**src/core/aes_params.svh**
```systemverilog
`ifndef AES_PARAMS_SVH
`define AES_PARAMS_SVH
`define AES_WORD_BYTES      32'h0000_0004
`define AES_VEC_ADDR_ERR    32'h0000_0024
`define AES_VBR_RESET       32'h0000_0000
`define AES_BUS_TIMEOUT     16'h0100
`endif

```
**src/core/aes_pkg.sv**
```systemverilog
package aes_pkg;
	typedef struct packed {
		logic        req;
		logic        write;
		logic [31:0] addr;
		logic [31:0] wdata;
	} aes_bus_req_type;
	typedef struct packed {
		logic        ack;
		logic [31:0] rdata;
	} aes_bus_rsp_type;
	typedef struct packed {
		logic [31:0] statusWord;
		logic [31:0] nextPointer;
		logic [31:0] stackPointer;
		logic [31:0] vectorBase;
	} aes_cpu_state_type;
endpackage

```
**src/core/aes_bus_step.sv**
```systemverilog
`timescale 1ns/1ps
`default_nettype none
`include "aes_params.svh"
// one bus transaction: holds request until ack, pulses done with read data
module aes_bus_step (
	input  wire logic             clk,
	input  wire logic             rstN,
	input  wire logic             start,
	input  wire logic             wr,
	input  wire logic [31:0]      addr,
	input  wire logic [31:0]      wdata,
	input  wire aes_pkg::aes_bus_rsp_type rsp,
	output var  aes_pkg::aes_bus_req_type req,
	output logic                  done,
	output logic [31:0]           rdata
);
	import aes_pkg::*;
	aes_bus_req_type req_q;
	logic            done_q;
	logic [31:0]     rdata_q;
	wire             finish = req_q.req && rsp.ack;
	always_ff @(posedge clk or negedge rstN) begin
		if (!rstN) begin
			req_q   <= '0;
			done_q  <= 1'b0;
			rdata_q <= 32'h0000_0000;
		end else begin
			done_q <= finish;
			if (finish) begin
				req_q.req <= 1'b0;
				rdata_q   <= rsp.rdata;
			end else if (start && !req_q.req) begin
				req_q <= '{req: 1'b1, write: wr, addr: addr, wdata: wdata};
			end
		end
	end
	assign req   = req_q;
	assign done  = done_q;
	assign rdata = rdata_q;
endmodule // aes_bus_step
`default_nettype wire

```
**src/core/aes_seq.sv**
```systemverilog
// How it works
// RQ1: address error ends the faulting bus cycle
// RQ2: wait for current instruction to finish
// RQ3: push status word first
// RQ4: push return address second
// RQ5: fetch handler vector, jump there
// RQ6: jump immediately, no delay slot
// RQ7: predecrement stack by four, longword writes
`timescale 1ns/1ps
`default_nettype none
`include "aes_params.svh"
module aes_seq (
	input  wire logic                       clk,
	input  wire logic                       arst_n,
	input  wire logic                       addrError,
	input  wire logic                       instrDone,
	input  wire aes_pkg::aes_cpu_state_type cpuState,
	input  wire aes_pkg::aes_bus_rsp_type   busRsp,
	output var  aes_pkg::aes_bus_req_type   busReq,
	output logic                            abortCycle,
	output logic                            stallPipe,
	output logic                            jumpValid,
	output logic                            killDelaySlot,
	output logic [31:0]                     jumpTarget,
	output logic [31:0]                     newStackPointer,
	output logic                            busy
);
	import aes_pkg::*;
	typedef enum logic [2:0] {IDLE, DRAIN, PUSH_SR, PUSH_PC, FETCH, JUMP} aes_state_type;

	// two-stage release; assertion of reset stays asynchronous
	logic rsync1_q, rsync2_q;
	always_ff @(posedge clk or negedge arst_n) begin
		if (!arst_n) begin
			rsync1_q <= 1'b0;
		end else begin
			rsync1_q <= 1'b1;
		end
	end

	always_ff @(posedge clk or negedge arst_n) begin
		if (!arst_n) begin
			rsync2_q <= 1'b0;
		end else begin
			rsync2_q <= rsync1_q;
		end
	end
	wire rstN = rsync2_q;

	// each push lands one longword below the pointer it starts from
	function automatic logic [31:0] preDec(input logic [31:0] sp);
		preDec = sp - `AES_WORD_BYTES;
	endfunction

	aes_state_type   state_q, state_d;
	logic [31:0]     sp_q, sp_d;
	logic [31:0]     ret_q, sr_q, vbr_q, tgt_q;
	logic            abort_q, jump_q, kill_q;
	logic            stall_q, busy_q;
	logic            stepStart, stepWr, stepDone;
	logic [31:0]     stepAddr, stepWdata, stepRdata;

	// state decodes, shared by the bus step and the output flops
	wire inIdle    = (state_q == IDLE);
	wire inDrain   = (state_q == DRAIN);
	wire inPushSr  = (state_q == PUSH_SR);
	wire inPushPc  = (state_q == PUSH_PC);
	wire inFetch   = (state_q == FETCH);
	wire inPush    = inPushSr || inPushPc;
	wire takeErr   = inIdle && addrError;
	wire drainEnd  = inDrain && instrDone;
	wire srDone    = inPushSr && stepDone;
	wire fetchDone = inFetch && stepDone;
	wire nextBusy  = (state_d != IDLE);
	wire nextStall = nextBusy && (state_d != DRAIN);

	always_comb begin
		state_d = state_q;
		unique case (state_q)
			IDLE: begin
				if (addrError) state_d = DRAIN; // RQ1
			end
			DRAIN: begin
				if (instrDone) state_d = PUSH_SR; // RQ2
			end
			PUSH_SR: begin
				if (stepDone) state_d = PUSH_PC; // RQ3
			end
			PUSH_PC: begin
				if (stepDone) state_d = FETCH; // RQ4
			end
			FETCH: begin
				if (stepDone) state_d = JUMP; // RQ5
			end
			JUMP: begin
				state_d = IDLE; // RQ6
			end
		endcase
	end

	// pointer snapshot only once the instruction has retired
	assign sp_d = drainEnd ? preDec(cpuState.stackPointer) : // RQ7
		(srDone ? preDec(sp_q) : sp_q); // RQ7

	assign stepStart = (inPush || inFetch) && !stepDone;
	assign stepWr    = inPush;
	assign stepAddr  = inFetch ? (vbr_q + `AES_VEC_ADDR_ERR) : sp_q; // RQ5 RQ7
	assign stepWdata = inPushSr ? sr_q : ret_q; // RQ3 RQ4

	always_ff @(posedge clk or negedge rstN) begin
		if (!rstN) begin
			state_q <= IDLE;
		end else begin
			state_q <= state_d;
		end
	end

	always_ff @(posedge clk or negedge rstN) begin
		if (!rstN) begin
			sp_q <= '0;
		end else begin
			sp_q <= sp_d; // RQ7
		end
	end

	always_ff @(posedge clk or negedge rstN) begin
		if (!rstN) begin
			sr_q <= '0;
		end else if (drainEnd) begin
			sr_q <= cpuState.statusWord; // RQ3
		end
	end

	always_ff @(posedge clk or negedge rstN) begin
		if (!rstN) begin
			ret_q <= '0;
		end else if (drainEnd) begin
			ret_q <= cpuState.nextPointer; // RQ4
		end
	end

	always_ff @(posedge clk or negedge rstN) begin
		if (!rstN) begin
			vbr_q <= `AES_VBR_RESET;
		end else if (drainEnd) begin
			vbr_q <= cpuState.vectorBase; // RQ5
		end
	end

	always_ff @(posedge clk or negedge rstN) begin
		if (!rstN) begin
			tgt_q <= '0;
		end else if (fetchDone) begin
			tgt_q <= stepRdata; // RQ5
		end
	end

	// abort lags the error by one edge; the bus side ends the cycle on it
	always_ff @(posedge clk or negedge rstN) begin
		if (!rstN) begin
			abort_q <= 1'b0;
		end else begin
			abort_q <= takeErr; // RQ1
		end
	end

	// jump and slot kill share one edge, so no delay slot ever issues
	always_ff @(posedge clk or negedge rstN) begin
		if (!rstN) begin
			jump_q <= 1'b0;
		end else begin
			jump_q <= fetchDone; // RQ6
		end
	end

	always_ff @(posedge clk or negedge rstN) begin
		if (!rstN) begin
			kill_q <= 1'b0;
		end else begin
			kill_q <= fetchDone; // RQ6
		end
	end

	// stall follows the next state so it is up before the first push starts
	always_ff @(posedge clk or negedge rstN) begin
		if (!rstN) begin
			stall_q <= 1'b0;
		end else begin
			stall_q <= nextStall;
		end
	end

	always_ff @(posedge clk or negedge rstN) begin
		if (!rstN) begin
			busy_q <= 1'b0;
		end else begin
			busy_q <= nextBusy;
		end
	end

	aes_bus_step uStep (
		.clk   (clk),
		.rstN  (rstN),
		.start (stepStart),
		.wr    (stepWr),
		.addr  (stepAddr),
		.wdata (stepWdata),
		.rsp   (busRsp),
		.req   (busReq),
		.done  (stepDone),
		.rdata (stepRdata)
	);

	assign abortCycle      = abort_q;
	assign stallPipe       = stall_q;
	assign jumpValid       = jump_q;
	assign killDelaySlot   = kill_q;
	assign jumpTarget      = tgt_q;
	assign newStackPointer = sp_q;
	assign busy            = busy_q;
endmodule // aes_seq
`default_nettype wire
```
**config.mk**
```make
export PLATFORM = sky130hd
export DESIGN_NAME = aes_seq
export DESIGN_NICKNAME = d
export VERILOG_FILES = /design/src/core/aes_pkg.sv /design/src/core/aes_bus_step.sv /design/src/core/aes_seq.sv
export VERILOG_INCLUDE_DIRS = /design/src /design/src/core
export SDC_FILE = /design/constraint.sdc
export NUM_CORES = 1
export LEC_CHECK = 0
export BUFFER_PORTS_ARGS = -buffer_cell sky130_fd_sc_hd__buf_2
export CORE_MARGIN = 10
export CORE_UTILIZATION = 30
export CTS_BUF_LIST = sky130_fd_sc_hd__clkbuf_8
export CTS_CLUSTER_SIZE = 30
export DETAILED_ROUTE_END_ITERATION = 7
export MAX_ROUTING_LAYER = met4
export PLACE_DENSITY = 0.59
export SYNTH_ARGS = -nofsm -noshare
export SYNTH_HDL_FRONTEND = slang
export SYNTH_SLANG_ARGS = --single-unit
export TNS_END_PERCENT = 50
```
**constraint.sdc**
```tcl
create_clock -name clk -period 9.15 [get_ports clk]
set_input_delay 2.745 -clock clk [delete_from_list [all_inputs] [get_ports clk]]
set_output_delay 2.745 -clock clk [all_outputs]
set_load 0.05 [all_outputs]
```
==> run_summary.xml, run 1 <==
<?xml version="1.0" encoding="UTF-8"?>
<metrics>
  <group name="outcome">
    <metric name="run_status" unit="">completed</metric>
  </group>
  <group name="place">
    <metric name="place_area" unit="um2">14500</metric>
    <metric name="place.gp.congestion" unit="">0.851</metric>
    <metric name="placed_cells_incl_taps" unit="">2056</metric>
    <metric name="numPortBuffers" unit="">299</metric>
    <metric name="dp_hpwl" unit="mm">27.7</metric>
  </group>
  <group name="yosys">
    <metric name="synth_area" unit="um2">12500</metric>
    <metric name="main_combinational_cell_family_by_area_after_synthesis" unit="">simple AND/OR/NAND/NOR gates</metric>
    <metric name="syn-num-nets" unit="">1456</metric>
    <metric name="avgSynthCellArea" unit="um2">9.67</metric>
    <metric name="postSynthRegisterBits" unit="">268</metric>
    <metric name="ys_async_sr_fraction" unit="%">100</metric>
    <metric name="yosysWarningCount" unit="">0</metric>
    <metric name="number_of_flops_mapped_to_enable_cells_by_yosys" unit="">0</metric>
    <metric name="post_synth_xor_area_fraction" unit="%">4.22</metric>
    <metric name="proportion_of_synthesized_area_in_mux_cells" unit="%">10.0</metric>
    <metric name="synthSimpleGateAreaFrac" unit="%">21.1</metric>
    <metric name="synth_compound_area_share" unit="%">7.82</metric>
    <metric name="synth-adder-area-share" unit="%">0.201</metric>
    <metric name="post_synthesis_sequential_area_ratio" unit="%">53.8</metric>
    <metric name="netlist_instances" unit="">1289</metric>
    <metric name="dominantRegCellSynth" unit="">sky130_fd_sc_hd__dfrtp_1</metric>
    <metric name="netlist-cell-type-count" unit="">59</metric>
  </group>
  <group name="floorplan">
    <metric name="core-area" unit="um2">40900</metric>
    <metric name="dieArea" unit="um2">50100</metric>
    <metric name="starting_density_of_the_core" unit="%">30.4</metric>
    <metric name="rows" unit="">74</metric>
    <metric name="die_h" unit="um">224</metric>
    <metric name="boundaryPins" unit="">300</metric>
    <metric name="die_width" unit="um">224</metric>
  </group>
  <group name="pwr">
    <metric name="p_sw" unit="mW">2.92</metric>
    <metric name="power_density" unit="nW/um2">394</metric>
    <metric name="power.internal" unit="mW">3.22</metric>
    <metric name="switching_portion_of_total_power" unit="%">47.5</metric>
    <metric name="comb_power_share" unit="%">43.5</metric>
    <metric name="share_seq_of_total_power" unit="%">36.4</metric>
    <metric name="clkPwrFrac" unit="%">20.1</metric>
    <metric name="total_power" unit="mW">6.14</metric>
    <metric name="vdd_drop_max" unit="mV">0.209</metric>
    <metric name="power.leakage" unit="nW">7.40</metric>
  </group>
  <group name="timing">
    <metric name="timing.slew.headroom" unit="%">24.6</metric>
    <metric name="report.final.hold_viol_count" unit="">0</metric>
    <metric name="clock_skew" unit="ps">12.4</metric>
    <metric name="setup-tns-final" unit="ps">0</metric>
    <metric name="worst_slew_pin_slew" unit="ps">1120</metric>
    <metric name="final_cycle_share" unit="%">56.8</metric>
    <metric name="fmax" unit="MHz">192</metric>
    <metric name="final_max_slew_viol_count" unit="">0</metric>
    <metric name="post-route-min-period" unit="ps">5200</metric>
    <metric name="setup_viol" unit="">0</metric>
    <metric name="rsz0062_at_grt" unit="">false</metric>
  </group>
  <group name="detailed_routing">
    <metric name="route.antenna.remaining_nets" unit="">0</metric>
    <metric name="drcViolationCount" unit="">0</metric>
    <metric name="route.final.wire_length" unit="mm">39.0</metric>
    <metric name="detailroute.via_count" unit="">10300</metric>
    <metric name="initialDrtViolationCount" unit="">769</metric>
    <metric name="routed_wire_length_per_instance" unit="um">18.1</metric>
    <metric name="post_drt_via_cell_ratio" unit="">4.78</metric>
    <metric name="drt_first_pass_iters" unit="">5</metric>
  </group>
  <group name="clock_tree">
    <metric name="cts-root-to-sink-buffers" unit="">3</metric>
    <metric name="buffers_inserted_during_post_cts_setup_optimization" unit="">0</metric>
    <metric name="ctsHoldBuffers" unit="">0</metric>
    <metric name="cts.reportedPaths.clkPinSlew" unit="ps">70</metric>
    <metric name="cts_max_level" unit="">2</metric>
    <metric name="clock_latency_reported_for_the_late_side_of_the_worst_skew_pair" unit="ps">600</metric>
    <metric name="tritoncts.num_buffers" unit="">49</metric>
    <metric name="cts.root.buffer_cell" unit="">sky130_fd_sc_hd__clkbuf_8</metric>
    <metric name="cts.sinks" unit="">268</metric>
    <metric name="post_cts.resized_instances" unit="">0</metric>
    <metric name="cts_tree" unit="">yes</metric>
  </group>
  <group name="run">
    <metric name="cap_violations" unit="">0</metric>
  </group>
  <group name="setup_path">
    <metric name="critical_path_peak_fanout" unit="">78</metric>
    <metric name="critPathKind" unit="">input pin to register</metric>
    <metric name="worstPathRequired" unit="ps">9590</metric>
    <metric name="timing.reg2reg.setup_slack" unit="ps">5460</metric>
    <metric name="rr_worst_depth" unit="">9</metric>
    <metric name="worstSetupEndpointType" unit="">register</metric>
    <metric name="crit_path_start_kind" unit="">input pin</metric>
    <metric name="data_arrival_time_of_the_critical_path" unit="ps">5640</metric>
  </group>
  <group name="grt">
    <metric name="grt_pass1_vias" unit="">10800</metric>
    <metric name="grt_use_met1" unit="%">19.8</metric>
    <metric name="grt_first_pass_wirelength" unit="mm">61.8</metric>
    <metric name="largest_net_degree_at_the_start_of_global_routing" unit="">108</metric>
    <metric name="grt_use_met2" unit="%">24.0</metric>
    <metric name="met3_usage" unit="%">5.21</metric>
    <metric name="most_crowded_layer_after_global_routing" unit="">met2</metric>
    <metric name="grt_antenna_before_repair" unit="">11</metric>
    <metric name="grt_overflow" unit="">0</metric>
    <metric name="gr-usage-all-layers" unit="%">15.9</metric>
  </group>
  <group name="cells_and_area">
    <metric name="fillers" unit="">4209</metric>
    <metric name="fin_cells" unit="">2158</metric>
    <metric name="layout-drive-gt1-share" unit="%">30.0</metric>
    <metric name="area_growth_syn_to_layout" unit="%">25.0</metric>
    <metric name="layout.nets" unit="">1742</metric>
    <metric name="post-route-cell-area" unit="um2">15600</metric>
  </group>
  <group name="min_path">
    <metric name="worst_hold_path_type" unit="">register to register</metric>
    <metric name="hold-path-cell-count" unit="">0</metric>
  </group>
</metrics>
sequential cells by signal, indices dropped and copies added, names as in the netlist, 3 cells and up:
register and flops:
jumpTarget 32, newStackPointer 32, ret_q 32, sr_q 32, state_q 3, uStep.rdata 32
uStep.req 66, vbr_q 32
placed cells by master (no fill, tap or decap), types with 16 or more instances in the layout:
cell type | netlist | layout
sky130_fd_sc_hd__a21oi_1 | 34 | 34
sky130_fd_sc_hd__o21ai_0 | 79 | 79
sky130_fd_sc_hd__nor3_1 | 34 | 33
sky130_fd_sc_hd__nor2_1 | 83 | 82
sky130_fd_sc_hd__nor4_1 | 25 | 25
sky130_fd_sc_hd__mux2i_1 | 44 | 44
sky130_fd_sc_hd__dfrtp_1 | 268 | 267
sky130_fd_sc_hd__mux2_2 | 72 | 72
sky130_fd_sc_hd__clkbuf_8 | 0 | 66
sky130_fd_sc_hd__buf_2 | 9 | 299
sky130_fd_sc_hd__xnor2_1 | 34 | 34
sky130_fd_sc_hd__nand2_1 | 376 | 376
sky130_fd_sc_hd__inv_1 | 7 | 16
sky130_fd_sc_hd__xor2_1 | 26 | 26
cells by family after synthesis:
kind of cell    count (synthesis)
simple gates                  593
buf+inv                        84
fa+ha+maj                       2
compound gates                165
xor+xnor                       60
mux                           116
flops                         268
other cells                     1
synth_stat cells (all sizes together), types with 3 or more instances:
master,n,share of area [%]
o221ai,3,0.31
inv,7,0.21
clkbuf,53,1.6
nand3,13,0.52
mux2,72,6.5
and4,3,0.21
o211ai,5,0.30
or4,13,0.84
or3,9,0.45
o21ai,81,3.3
xnor2,34,2.4
nand2b,3,0.15
nor3,35,1.4
a31oi,5,0.25
nand4,4,0.20
dfrtp,268,54
a21oi,34,1.4
nor2,83,2.5
mux2i,44,3.5
buf,24,0.90
and3,10,0.50
nor4b,3,0.21
xor2,26,1.8
nand2,376,11
a211oi,15,0.94
and2,3,0.15
nor4,29,1.9
o22ai,5,0.25
per-layer routing:
| layer | routed length, um | vias to the layer above |
|---|---|---|
| li1 | - | 4981 |
| met5 | 0 | - |
| met2 | 17700 | 341 |
| met4 | 867 | 0 |
| met3 | 3240 | 56 |
| met1 | 17200 | 4938 |
critical path, stage by stage:
cell and delay [ps]:
sky130_fd_sc_hd__buf_2 140, sky130_fd_sc_hd__nor4bb_4 200, sky130_fd_sc_hd__buf_4 690, sky130_fd_sc_hd__and2_1 260
sky130_fd_sc_hd__a21oi_1 80, sky130_fd_sc_hd__ha_1 330, sky130_fd_sc_hd__o21ai_1 640, sky130_fd_sc_hd__nor4_4 130
sky130_fd_sc_hd__a211oi_1 330, sky130_fd_sc_hd__a211oi_2 80
power by group through the flow:
stage | clock network [mW] | logic (mW) | registers [mW]
floorplan | 0 | 1.12 | 3.01
global placement | 0 | 2.67 | 2.22
global route | 1.33 | 2.92 | 2.31
finish | 1.24 | 2.67 | 2.23
detailed placement | 0 | 2.72 | 2.25
CTS | 1.28 | 2.72 | 2.23
final cells by class:
cell class                      instances  area [um2]  share of cell area (%)
Sequential cell                       268        6710                    43.1
Multi-Input combinational cell        937        5460                    35.1
Timing Repair Buffer                  312        1590                    10.2
Clock buffer                           66         908                    5.83
Tap cell                              532         666                    4.27
Clock inverter                         25         178                    1.14
Antenna cell                           11        27.5                   0.177
Inverter                                7        26.3                   0.169
through the flow:
stage	hold slack (ps)	util [%]	setup WS, ps
after floorplan	331	-	1130
after global placement	339	35.3	3500
after detailed placement	342	35.3	3390
after CTS	370	38.0	4050
after global routing	378	38.1	3700
final	368	38.1	3950
path summary, 6_finish.rpt:
kind                       startpoint                  end
max reg2reg                state_q[0]  newStackPointer[28]
min reg2reg                  rsync1_q                 rstN
max                         instrDone  newStackPointer[28]
min                          rsync1_q                 rstN
max in group asynchronous        rstN            vbr_q[30]
min in group asynchronous        rstN        uStep.req[29]
No activity file was read; power rests on OpenSTA's default activity.
==> run 2: changes to the inputs <==
==> constraint.sdc (replaced) <==
create_clock -name clk -period 5.25 [get_ports clk]
set_input_delay 1.575 -clock clk [delete_from_list [all_inputs] [get_ports clk]]
set_output_delay 1.575 -clock clk [all_outputs]
set_load 0.05 [all_outputs]
==> run 2 against run 1 <==
Net effect:
- critical path depth did not move
- combinational power rose by 75%
- critical endpoint is now newStackPointer[18]
- wire length rose by 1.1%
==> run_summary.xml, run 2 (synthesis results as in run 1) <==
<?xml version="1.0" encoding="UTF-8"?>
<metrics>
  <group name="outcome">
    <metric name="run_status" unit="">completed</metric>
  </group>
  <group name="detailed_routing">
    <metric name="detailroute.via_count" unit="">10500</metric>
    <metric name="routed_wire_length_per_instance" unit="um">18.3</metric>
    <metric name="route.antenna.remaining_nets" unit="">0</metric>
    <metric name="initialDrtViolationCount" unit="">723</metric>
    <metric name="route.final.wire_length" unit="mm">39.5</metric>
    <metric name="post_drt_via_cell_ratio" unit="">4.85</metric>
    <metric name="drcViolationCount" unit="">0</metric>
    <metric name="drt_first_pass_iters" unit="">5</metric>
  </group>
  <group name="setup_path">
    <metric name="regToRegStartpoint" unit="">state_q[0]</metric>
    <metric name="crit_path_start_kind" unit="">input pin</metric>
    <metric name="timing.reg2reg.setup_slack" unit="ps">1980</metric>
    <metric name="critical_path_peak_fanout" unit="">17</metric>
    <metric name="data_arrival_time_of_the_critical_path" unit="ps">4260</metric>
    <metric name="rr_worst_depth" unit="">9</metric>
    <metric name="critPathKind" unit="">input pin to register</metric>
    <metric name="worstPathRequired" unit="ps">5790</metric>
    <metric name="worst_r2r_endpoint" unit="">newStackPointer[18]</metric>
    <metric name="worstSetupEndpointType" unit="">register</metric>
  </group>
  <group name="pwr">
    <metric name="switching_portion_of_total_power" unit="%">47.6</metric>
    <metric name="power.leakage" unit="nW">7.44</metric>
    <metric name="share_seq_of_total_power" unit="%">36.3</metric>
    <metric name="power.internal" unit="mW">5.62</metric>
    <metric name="vdd_drop_max" unit="mV">0.380</metric>
    <metric name="comb_power_share" unit="%">43.5</metric>
    <metric name="power_density" unit="nW/um2">687</metric>
    <metric name="p_sw" unit="mW">5.10</metric>
    <metric name="clkPwrFrac" unit="%">20.1</metric>
  </group>
  <group name="grt">
    <metric name="largest_net_degree_at_the_start_of_global_routing" unit="">110</metric>
    <metric name="grt_overflow" unit="">0</metric>
    <metric name="grt_pass1_vias" unit="">10900</metric>
    <metric name="gr-usage-all-layers" unit="%">16.0</metric>
    <metric name="grt_first_pass_wirelength" unit="mm">62.4</metric>
    <metric name="grt_antenna_before_repair" unit="">10</metric>
  </group>
  <group name="floorplan">
    <metric name="rows" unit="">74</metric>
    <metric name="die_width" unit="um">224</metric>
    <metric name="core-area" unit="um2">40900</metric>
    <metric name="starting_density_of_the_core" unit="%">30.4</metric>
    <metric name="dieArea" unit="um2">50100</metric>
    <metric name="boundaryPins" unit="">300</metric>
    <metric name="die_h" unit="um">224</metric>
  </group>
  <group name="cells_and_area">
    <metric name="fin_cells" unit="">2158</metric>
    <metric name="mostFrequentLayoutCell" unit="">sky130_fd_sc_hd__nand2_1</metric>
    <metric name="layout.nets" unit="">1745</metric>
    <metric name="largest_register_ffs" unit="">66</metric>
    <metric name="layout-drive-gt1-share" unit="%">29.6</metric>
    <metric name="top_register" unit="">uStep.req</metric>
    <metric name="final_core_util" unit="%">38.1</metric>
    <metric name="highest_count_cells_in_the_layout_ignoring_fill_and_taps" unit="">sky130_fd_sc_hd__nand2_1 (376), sky130_fd_sc_hd__buf_2 (299), sky130_fd_sc_hd__dfrtp_1 (267)</metric>
    <metric name="area_growth_syn_to_layout" unit="%">25.2</metric>
  </group>
  <group name="min_path">
    <metric name="worst_hold_path_type" unit="">register to register</metric>
    <metric name="holdCritStartpoint" unit="">rsync1_q</metric>
    <metric name="hold-path-cell-count" unit="">0</metric>
    <metric name="worstHoldEndpoint" unit="">rstN</metric>
  </group>
  <group name="place">
    <metric name="place.gp.congestion" unit="">0.858</metric>
    <metric name="placed_cells_incl_taps" unit="">2057</metric>
    <metric name="numPortBuffers" unit="">299</metric>
    <metric name="dp_hpwl" unit="mm">28.0</metric>
  </group>
  <group name="timing">
    <metric name="report.final.hold_viol_count" unit="">0</metric>
    <metric name="setup_viol" unit="">0</metric>
    <metric name="clock_skew" unit="ps">22.8</metric>
    <metric name="post-route-min-period" unit="ps">3720</metric>
    <metric name="rsz0062_at_grt" unit="">false</metric>
    <metric name="hold_ws" unit="ps">347</metric>
    <metric name="final_cycle_share" unit="%">70.9</metric>
    <metric name="final_max_slew_viol_count" unit="">0</metric>
    <metric name="timing.slew.headroom" unit="%">22.6</metric>
    <metric name="fmax" unit="MHz">269</metric>
    <metric name="setup-tns-final" unit="ps">0</metric>
    <metric name="worst_slew_pin_slew" unit="ps">1150</metric>
  </group>
  <group name="clock_tree">
    <metric name="clock_latency_reported_for_the_late_side_of_the_worst_skew_pair" unit="ps">620</metric>
    <metric name="buffers_inserted_during_post_cts_setup_optimization" unit="">0</metric>
    <metric name="cts_tree" unit="">yes</metric>
    <metric name="tritoncts.num_buffers" unit="">51</metric>
    <metric name="cts.sinks" unit="">268</metric>
    <metric name="cts.root.buffer_cell" unit="">sky130_fd_sc_hd__clkbuf_8</metric>
    <metric name="cts-root-to-sink-buffers" unit="">3</metric>
    <metric name="ctsHoldBuffers" unit="">0</metric>
    <metric name="post_cts.resized_instances" unit="">0</metric>
    <metric name="cts_max_level" unit="">2</metric>
    <metric name="cts.reportedPaths.clkPinSlew" unit="ps">60</metric>
  </group>
  <group name="run">
    <metric name="cap_violations" unit="">0</metric>
  </group>
</metrics>
[run 2: cell types whose count changed in the layout (fill, tap and decap cells not counted), sizes merged]
cell / delta
buf: +1
clkinv: -2
bufinv: +1
diode: -1
clkinvlp: -3
inv: +8
clkbuf: -4
[run 2: layout make-up]
class                           instances  area, um2
Tap cell                              532        666
Timing Repair Buffer                  313       1630
Sequential cell                       268       6710
Antenna cell                           10       25.0
Fill cell                            4181      25300
Clock inverter                         29        228
Multi-Input combinational cell        937       5460
Clock buffer                           62        853
Inverter                                7       26.3
[run 2: worst max-delay path, stage by stage]
cell	delay (ps)
sky130_fd_sc_hd__buf_2	140
sky130_fd_sc_hd__nor4bb_4	160
sky130_fd_sc_hd__buf_4	220
sky130_fd_sc_hd__and2_1	180
sky130_fd_sc_hd__a21oi_1	200
sky130_fd_sc_hd__ha_1	390
sky130_fd_sc_hd__o21ai_1	460
sky130_fd_sc_hd__nor4_1	430
sky130_fd_sc_hd__mux2_2	390
sky130_fd_sc_hd__a21oi_1	120
[run 2: per-layer routing]
metal | track usage, % | vias up | wire length [um]
li1 | - | 4980 | -
met1 | 19.9 | 5038 | 17400
met2 | 24.1 | 369 | 17800
met3 | 4.88 | 77 | 3050
met4 | 5.62 | 0 | 1160
met5 | - | - | 0
[run 2: metrics by stage]
stage          setup WS [ps]  cell area [um2]  power [mW]
4_1_cts                 1650            15600        10.9
6_report                1530            15600        10.7
5_1_grt                 1350            15600        11.5
3_3_place_gp            1100            14500        8.55
3_5_place_dp             949            14500        8.66
2_1_floorplan            856            12500        7.20
[run 2: power groups by stage]
stage,Combinational (mW),Clock (mW),Sequential (mW)
6_report,4.66,2.16,3.90
5_1_grt,5.10,2.34,4.04
4_1_cts,4.76,2.24,3.89
3_5_place_dp,4.75,0,3.92
3_3_place_gp,4.68,0,3.88
2_1_floorplan,1.95,0,5.25
[run 2: worst max-delay path by stage]
stage,startpoint,to
after floorplan,rstN,abortCycle
after global placement,instrDone,newStackPointer[24]
after detailed placement,instrDone,newStackPointer[18]
after CTS,instrDone,newStackPointer[18]
after global routing,instrDone,newStackPointer[18]
final,instrDone,newStackPointer[18]
